==> src/verilog/cesi_cfg.svh <==
`ifndef CESI_CFG_SVH
`define CESI_CFG_SVH
`define CESI_OFF_MASK   8'h28
`define CESI_OFF_ERR    8'h2C
`define CESI_OFF_CTRL   8'h3C
`define CESI_MASK_RST   32'h0000_0000
`define CESI_WARN_LIMIT 8'h60
`define CESI_B_OVR      21
`define CESI_B_ERR_HI   15
`define CESI_B_ERR_LO   10
`define CESI_B_TWARN    9
`define CESI_B_RWARN    8
`define CESI_B_IDLE     7
`define CESI_B_TX       6
`define CESI_B_FC_HI    5
`define CESI_B_FC_LO    4
`define CESI_B_RX       3
`define CESI_B_BOFF     2
`define CESI_B_SUM      1
`define CESI_C_SOFT_RESET_BIT    0
`define CESI_C_MON      1
`define CESI_C_FIFO     2
`define CESI_C_PN       3
`define CESI_FIFO_LO    5
`define CESI_FIFO_HI    7
`define CESI_FC_ACTIVE  2'h0
`define CESI_FC_PASSIVE 2'h1
`define CESI_BIT_TIME_NS 1000
`define CESI_CLK_MHZ     25
`define CESI_BIT_CYCLES ((`CESI_BIT_TIME_NS * `CESI_CLK_MHZ) / 1000)
`endif

==> src/verilog/cesi_pkg.sv <==
package cesi_pkg;
    typedef struct packed {
        logic [7:0] rx_err_cnt;
        logic [7:0] tx_err_cnt;
        logic       bus_idle;
        logic       transmitting;
        logic       receiving;
        logic [1:0] fault;
    } cesi_engine_t;

    typedef struct packed {
        logic [31:0] mbox;
        logic [2:0]  fifo;
    } cesi_events_t;

    typedef enum logic [2:0] {
        CESI_NORMAL = 3'h1,
        CESI_CLEAR  = 3'h2,
        CESI_MONPAS = 3'h4
    } cesi_fc_state_t;
endpackage

==> src/verilog/cesi_bit_timer.sv <==
`timescale 1ns/1ps
`include "cesi_cfg.svh"
module cesi_bit_timer
    import cesi_pkg::*;
#(
    parameter int CYCLES = `CESI_BIT_CYCLES
) (
    input  wire logic clk_i,   // clock
    input  wire logic rst_i,   // sync reset
    input  wire logic start_i, // load one bit time
    output logic      done_o   // pulse at end of bit time
);
    localparam int W = $clog2(CYCLES + 1);
    localparam logic [W-1:0] LOAD = W'(CYCLES);

    generate
        if (CYCLES < 1)
        begin : g_chk
            $error("bit time must be at least one cycle");
        end
    endgenerate

    logic [W-1:0] cnt_q;
    logic [W-1:0] cnt_d;
    logic         done_q;
    logic         done_d;

    always_comb
    begin
        cnt_d  = cnt_q;
        done_d = 1'b0;
        if (start_i)
            cnt_d = LOAD;
        else if (cnt_q != '0)
        begin
            cnt_d  = cnt_q - 1'b1;
            done_d = (cnt_q == W'(1));
        end
    end

    always_ff @(posedge clk_i)
    begin
        if (rst_i)
        begin
            cnt_q  <= '0;
            done_q <= 1'b0;
        end
        else
        begin
            cnt_q  <= cnt_d;
            done_q <= done_d;
        end
    end

    assign done_o = done_q;
endmodule // cesi_bit_timer

==> src/verilog/cesi_irq_gate.sv <==
`timescale 1ns/1ps
`include "cesi_cfg.svh"
module cesi_irq_gate
    import cesi_pkg::*;
(
    input  wire logic         clk_i,     // clock
    input  wire logic         rst_i,     // sync reset
    input  wire logic         fifo_en_i, // rx fifo enabled
    input  wire logic [31:0]  mask_i,    // enable mask
    input  cesi_events_t      events_i,  // event flags
    output logic              irq_o      // message irq request
);
    logic [31:0] hit;
    logic        irq_q;
    logic        irq_d;

    genvar i;
    generate
        for (i = 0; i < 32; i++)
        begin : g_bit
            if (i >= `CESI_FIFO_LO && i <= `CESI_FIFO_HI)
            begin : g_fifo
                // fifo events borrow bits 5..7 when the fifo is on
                assign hit[i] = mask_i[i] & (fifo_en_i ?
                    events_i.fifo[i-`CESI_FIFO_LO] :
                    events_i.mbox[i]);
            end
            else
            begin : g_mbox
                assign hit[i] = mask_i[i] & events_i.mbox[i];
            end
        end
    endgenerate

    always_comb
    begin
        irq_d = |hit;
    end

    always_ff @(posedge clk_i)
    begin
        if (rst_i)
            irq_q <= 1'b0;
        else
            irq_q <= irq_d;
    end

    assign irq_o = irq_q;
endmodule // cesi_irq_gate

==> src/verilog/cesi_top.sv <==
// Implementation choice: the Wishbone interface to the registers.
`timescale 1ns/1ps
`include "cesi_cfg.svh"
module cesi_top
    import cesi_pkg::*;
#(
    parameter int BIT_CYCLES = `CESI_BIT_CYCLES
) (
    input  wire logic        clk_i,   // 25 MHz clock
    input  wire logic        rst_i,   // sync reset, high
    input  wire logic        cyc_i,   // wishbone cycle
    input  wire logic        stb_i,   // wishbone strobe
    input  wire logic        we_i,    // wishbone write
    input  wire logic [7:0]  adr_i,   // byte address
    input  wire logic [3:0]  sel_i,   // byte selects
    input  wire logic [31:0] dat_i,   // write data
    output logic      [31:0] dat_o,   // read data
    output logic             ack_o,   // wishbone ack
    input  cesi_engine_t     eng_i,   // frame engine state
    input  wire logic [5:0]  err_evt_i, // error pulses 15..10
    input  cesi_events_t     evt_i,   // mailbox/fifo flags
    output logic             soft_reset_o,   // soft reset bit
    output logic             fifo_enable_o,  // rx fifo enable
    output logic             msg_irq_o       // message irq
);
    localparam int BIT_WAIT = BIT_CYCLES + 2;

    generate
        if (BIT_CYCLES < 1 || BIT_CYCLES > 4096)
        begin : g_chk
            $error("BIT_CYCLES out of range");
        end
    endgenerate

    // bus state
    logic        ack_q;
    logic        ack_d;
    logic [31:0] rdat_q;
    logic [31:0] rdat_d;
    logic [31:0] mask_q;
    logic [31:0] mask_d;
    logic [3:0]  ctrl_q;
    logic [3:0]  ctrl_d;

    // error and status flags
    logic [5:0]  err_q;
    logic [5:0]  err_d;
    logic        ovr_q;
    logic        ovr_d;
    logic        boff_q;
    logic        boff_d;
    logic        rwarn_q;
    logic        rwarn_d;
    logic        twarn_q;
    logic        twarn_d;

    // fault confinement sequencing
    cesi_fc_state_t st_q;
    cesi_fc_state_t st_d;
    logic [1:0]     fc_code;
    logic           mon_req;
    logic           tmr_start;
    logic           tmr_done;

    logic        req;
    logic        rd;
    logic        wr;
    logic        hit_mask;
    logic        hit_err;
    logic        hit_ctrl;
    logic [31:0] err_word;

    assign req      = cyc_i & stb_i & ~ack_q;
    assign rd       = req & ~we_i;
    assign wr       = req & we_i;
    assign hit_mask = (adr_i == `CESI_OFF_MASK);
    assign hit_err  = (adr_i == `CESI_OFF_ERR);
    assign hit_ctrl = (adr_i == `CESI_OFF_CTRL);
    assign mon_req  = ctrl_q[`CESI_C_SOFT_RESET_BIT] & ctrl_q[`CESI_C_MON];

    always_comb
    begin
        st_d      = st_q;
        tmr_start = 1'b0;
        fc_code   = eng_i.fault;
        case (st_q)
            CESI_NORMAL:
            begin
                if (mon_req)
                begin
                    st_d      = CESI_CLEAR;
                    tmr_start = 1'b1;
                end
            end
            CESI_CLEAR:
            begin
                fc_code = `CESI_FC_ACTIVE;
                if (!mon_req)
                    st_d = CESI_NORMAL;
                else if (tmr_done)
                    st_d = CESI_MONPAS;
            end
            CESI_MONPAS:
            begin
                fc_code = `CESI_FC_PASSIVE;
                if (!mon_req)
                    st_d = CESI_NORMAL;
            end
            default:
            begin
                st_d = CESI_NORMAL;
            end
        endcase
    end

    cesi_bit_timer #(
        .CYCLES (BIT_CYCLES)
    ) u_bit_timer (
        .clk_i   (clk_i),
        .rst_i   (rst_i),
        .start_i (tmr_start),
        .done_o  (tmr_done)
    );

    always_comb
    begin
        err_word                = '0; // bit 0 and reserved read zero
        err_word[`CESI_B_OVR]   = ovr_q;
        err_word[`CESI_B_ERR_HI:`CESI_B_ERR_LO] = err_q;
        err_word[`CESI_B_TWARN] = twarn_q;
        err_word[`CESI_B_RWARN] = rwarn_q;
        err_word[`CESI_B_IDLE]  = eng_i.bus_idle;
        err_word[`CESI_B_TX]    = eng_i.transmitting;
        err_word[`CESI_B_FC_HI:`CESI_B_FC_LO] = fc_code;
        err_word[`CESI_B_RX]    = eng_i.receiving;
        err_word[`CESI_B_BOFF]  = boff_q;
        err_word[`CESI_B_SUM]   = |err_q;
    end

    always_comb
    begin
        ack_d  = req;
        rdat_d = '0;
        mask_d = mask_q;
        ctrl_d = ctrl_q;
        if (rd && hit_mask)
            rdat_d = mask_q;
        if (rd && hit_err)
            rdat_d = err_word;
        if (rd && hit_ctrl)
            rdat_d = {28'h000_0000, ctrl_q};
        // partial writes to the mask are dropped
        if (wr && hit_mask && sel_i == 4'hF)
            mask_d = dat_i;
        if (wr && hit_ctrl && sel_i[0])
            ctrl_d = dat_i[3:0];
    end

    always_comb
    begin
        err_d   = err_q;
        ovr_d   = ovr_q;
        boff_d  = boff_q;
        rwarn_d = rwarn_q;
        // error flags clear on read; a new error wins over it
        if (rd && hit_err)
            err_d = '0;
        err_d = err_d | err_evt_i;
        if (wr && hit_err && sel_i[2] && dat_i[`CESI_B_OVR])
            ovr_d = 1'b0;
        if ((|err_evt_i) && (|err_q))
            ovr_d = 1'b1;
        if (wr && hit_err && sel_i[0] && dat_i[`CESI_B_BOFF])
            boff_d = 1'b0;
        if (fc_code[1])
            boff_d = 1'b1;
        // frozen in low power, refreshed as soon as it is left
        if (!ctrl_q[`CESI_C_PN])
            rwarn_d = (eng_i.rx_err_cnt >= `CESI_WARN_LIMIT);
        twarn_d = (eng_i.tx_err_cnt >= `CESI_WARN_LIMIT);
    end

    always_ff @(posedge clk_i)
    begin
        if (rst_i)
        begin
            ack_q   <= 1'b0;
            rdat_q  <= '0;
            mask_q  <= `CESI_MASK_RST;
            ctrl_q  <= '0;
            err_q   <= '0;
            ovr_q   <= 1'b0;
            boff_q  <= 1'b0;
            rwarn_q <= 1'b0;
            twarn_q <= 1'b0;
            st_q    <= CESI_NORMAL;
        end
        else
        begin
            ack_q   <= ack_d;
            rdat_q  <= rdat_d;
            mask_q  <= mask_d;
            ctrl_q  <= ctrl_d;
            err_q   <= err_d;
            ovr_q   <= ovr_d;
            boff_q  <= boff_d;
            rwarn_q <= rwarn_d;
            twarn_q <= twarn_d;
            st_q    <= st_d;
        end
    end

    cesi_irq_gate u_irq_gate (
        .clk_i     (clk_i),
        .rst_i     (rst_i),
        .fifo_en_i (ctrl_q[`CESI_C_FIFO]),
        .mask_i    (mask_q),
        .events_i  (evt_i),
        .irq_o     (msg_irq_o)
    );

    assign dat_o         = rdat_q;
    assign ack_o         = ack_q;
    assign soft_reset_o  = ctrl_q[`CESI_C_SOFT_RESET_BIT];
    assign fifo_enable_o = ctrl_q[`CESI_C_FIFO];
endmodule // cesi_top

==> config.mk <==
export PLATFORM = sky130hd
export DESIGN_NAME = cesi_top
export DESIGN_NICKNAME = d
export VERILOG_FILES = /design/src/verilog/cesi_pkg.sv /design/src/verilog/cesi_bit_timer.sv /design/src/verilog/cesi_irq_gate.sv /design/src/verilog/cesi_top.sv
export VERILOG_INCLUDE_DIRS = /design/src /design/src/verilog
export SDC_FILE = /design/constraint.sdc
export NUM_CORES = 1
export LEC_CHECK = 0
export ABC_AREA = 1
export BUFFER_PORTS_ARGS = -buffer_cell sky130_fd_sc_hd__buf_2
export CAP_MARGIN = 25
export CELL_PAD_IN_SITES_DETAIL_PLACEMENT = 0
export CELL_PAD_IN_SITES_GLOBAL_PLACEMENT = 1
export CORE_MARGIN = 10
export CORE_UTILIZATION = 37
export CTS_CLUSTER_SIZE = 20
export DETAILED_ROUTE_END_ITERATION = 10
export PLACE_DENSITY = 0.95
export SETUP_SLACK_MARGIN = 0.4
export SLEW_MARGIN = 20
export SYNTH_ARGS = -nofsm -noshare
export SYNTH_HDL_FRONTEND = slang
export SYNTH_SLANG_ARGS = --single-unit
==> constraint.sdc <==
create_clock -name clk_i -period 2.15 [get_ports clk_i]
set_input_delay 0 -clock clk_i [delete_from_list [all_inputs] [get_ports clk_i]]
set_output_delay 0 -clock clk_i [all_outputs]
set_load 0.05 [all_outputs]
==> impl_metrics.csv <==
group,metric,value,unit
power_and_ir_drop,p_clk_share,38.1,%
setup_path,r2r_start,"ack_o",
yosys,synthCells,528,
setup_path,arrival,1.89,ns
clock_tree,cts_tree,"done",
drt,num_vias,4150,
sta,fin_crit,1.65,ns
clock_tree,cts_root_buf,"clkbuf_8",
run_status,status,"completed",
floorplanning,die_area,15200,um2
sta,tns,0,ns
drt,final_antenna_net_count,0,
power_and_ir_drop,ir_worst_vdd,416,uV
setup_path,end_kind,"register",
power_and_ir_drop,p_seq_share,49.0,%
global_routing,grt_pass1_vias,4166,
yosys,ys_top_cells_by_count,"nand2_1 (143), dfxtp_1 (89), nand4_1 (56)",
setup_path,required,2.39,ns
drt,wl_per_cell,15.3,um
hold_path,min-delay-start,"eng_i[0]",
yosys,yosysSeqAreaShare,45.1,%
floorplanning,coreArea,10400,um2
yosys,synth_top_area_share,45.1,%
sta,grt_setup_unrepaired,"false",
global_routing,overflow,0,
layout,n_antenna_cell,0,
layout,drive_gt1_share,26.9,%
floorplanning,initial_core_util,38.1,%
placement,gp_congestion,0.869,
sta,timing.fmax,605,MHz
clock_tree,cts_made_buffers,9,
setup_path,r2r_cells,7,
power_and_ir_drop,p_leak,0.00253,uW
sta,drv_slew,0,
global_routing,antenna_found_initial,1,
setup_path,critPathLaunchType,"primary input",
global_routing,grt_pass1_wl,20600,um
clock_tree,postCtsSetupBuffers,0,
sta,relSlewSlack,63.9,%
yosys,synth_seq_cells,89,
layout,fin_area,5420,um2
sta,finalHoldViolations,0,
setup_path,endpoint,"rwarn_q",
clock_tree,clockBufferDepth,2,
sta,setup_violations,0,
setup_path,startpoint,"eng_i[19]",
layout,nFillCells,976,
drt,drcViolationCount,0,
floorplanning,rows,37,
drt,wirelength,13000,um
clock_tree,insertion_delay,0.36,ns
setup_path,r2r_slack,0.58,ns
setup_path,r2r_end,"dat_o[24]",
floorplanning,num_io_pins,147,
yosys,async_flop_share,0,%
yosys,postSynthAreaPerCell,7.48,um2
power_and_ir_drop,p_int,2590,uW
yosys,synthTopCellsByArea,"dfxtp_1 (45%), nand2_1 (14%), nand4_1 (8.9%)",
setup_path,cp_max_fo,1,
clock_tree,h-tree-depth,3,
global_routing,grtUsageTotal,16.8,%
drt,first_iter_violations,311,
yosys,ys_warn_count,0,
drt,vias_per_cell,4.90,
power_and_ir_drop,p_per_area,651,nW/um2
clock_tree,cts_num_sinks,89,
layout,area_delta_synth_final,37.2,%
floorplanning,die_h,123,um
floorplanning,die-width,123,um
power_and_ir_drop,p_comb_share,12.9,%
yosys,synth_edf_count,0,
yosys,syn_area,3950,um2
yosys,yosysTopAreaCell,"dfxtp_1",
placement,portBuffers,136,
sta,worst_pin_slew,0.538,ns
drt,drt_pass1_iterations,5,
clock_tree,clkTransAtPathRegs,0.09,ns
hold_path,min_path_type,"in2reg",
placement,hpwl,9690,um
sta,period_share,76.9,%
sta,fin_skew,0.0140,ns
power_and_ir_drop,p_sw,932,uW
placement,post_dp_cell_area,4690,um2
yosys,synthDistinctLibCells,28,
global_routing,grt_max_degree,47,
power_and_ir_drop,switching_share,26.4,%
yosys,syn_nets,641,
setup_path,path_class,"in2reg",
yosys,yosysMostFrequentCell,"nand2_1",
yosys,synth_ff_type,"dfxtp_1",
layout,fin_util,52.3,%
layout,final_nets,819,
flow_run,cap_violations,0,
## how the worst min path moves through the flow
stage | endpoint | cells past startpoint
6_report | dat_o[4] | 5
5_1_grt | dat_o[4] | 5
4_1_cts | dat_o[4] | 5
3_5_place_dp | twarn_q | 3
3_3_place_gp | twarn_q | 3
2_1_floorplan | twarn_q | 2
## worst max-delay path, stage by stage
cell and delay [ns]:
dlygate4sd3_1 0.54, buf_2 0.12, nand2_1 0.06, dlygate4sd3_1 0.56, a21oi_1 0.06, dlygate4sd3_1 0.55
## power by group through the flow
stage	registers (uW)	clock network, uW	logic (uW)
after floorplan	1760	0	224
after global placement	1760	0	364
after detailed placement	1760	0	381
after CTS	1730	1360	454
after global routing	1730	1430	513
final	1730	1340	455
## registers in the layout, indices dropped and copies added (netlist names)
register / flops
ack_o: 1
boff_q: 1
ctrl_q: 4
dat_o: 32
err_q: 6
mask_q: 32
ovr_q: 1
rwarn_q: 1
st_q: 3
twarn_q: 1
u_bit_timer.cnt_q: 5
u_bit_timer.done_o: 1
u_irq_gate.irq_o: 1
## placed cells by master (no fill, tap or decap), drive strengths merged, types with 9 or more instances in the layout
cell type	Yosys	layout
nand4	56	56
dlygate4sd3	0	49
nand3	32	32
buf	19	145
a21oi	49	49
clkbuf	8	9
nor2	56	56
nand2	147	147
dfxtp	89	89
inv	55	60
## area by class of cell
class	instances	area [um2]	area share [%]
flip-flops and latches	89	1780	32.9
multi-input cells	356	1780	32.8
clock buffers	9	124	2.29
well taps	136	170	3.14
repair buffers	194	1250	23.1
clock inverters	7	106	1.96
inverters	56	210	3.88
## metrics by stage
stage | setup WS, ns | hold slack (ns) | power (uW) | cells
final | 0.497 | 0.0266 | 3530 | 847
after global routing | 0.461 | 0.0711 | 3670 | 847
after CTS | 0.424 | 0.0182 | 3540 | 847
after detailed placement | 0.441 | 0.219 | 2150 | 782
after global placement | 0.481 | 0.211 | 2130 | 782
after floorplan | 0.664 | 0.117 | 1980 | 528
## logic make-up (layout without fill, tap and decap cells)
family	Yosys count	after routing	share of synthesized area [%]
DFF	89	89	45.1
buffers and inverters	83	266	10.1
and+or+nand+nor	295	295	36.2
AOI/OAI and AO/OA	57	57	7.44
xor gates and xnor gates	2	2	0.444
adders and majority gates	2	2	0.633
## repair_timing
action	CTS	global route
gates resized for setup	0	1
hold buffers	49	0
setup endpoints to repair	0	15
endpoints found under the hold margin	49	0
## metal layers
layer | share of wire (%) | track usage (%) | up-vias
li1 | - | - | 2083
met1 | 42 | 20.4 | 1892
met2 | 47 | 28.2 | 159
met3 | 8.9 | 5.38 | 14
met4 | 1.5 | 3.93 | 2
met5 | 0.10 | 0 | -
(Power assumes the default switching activity.)
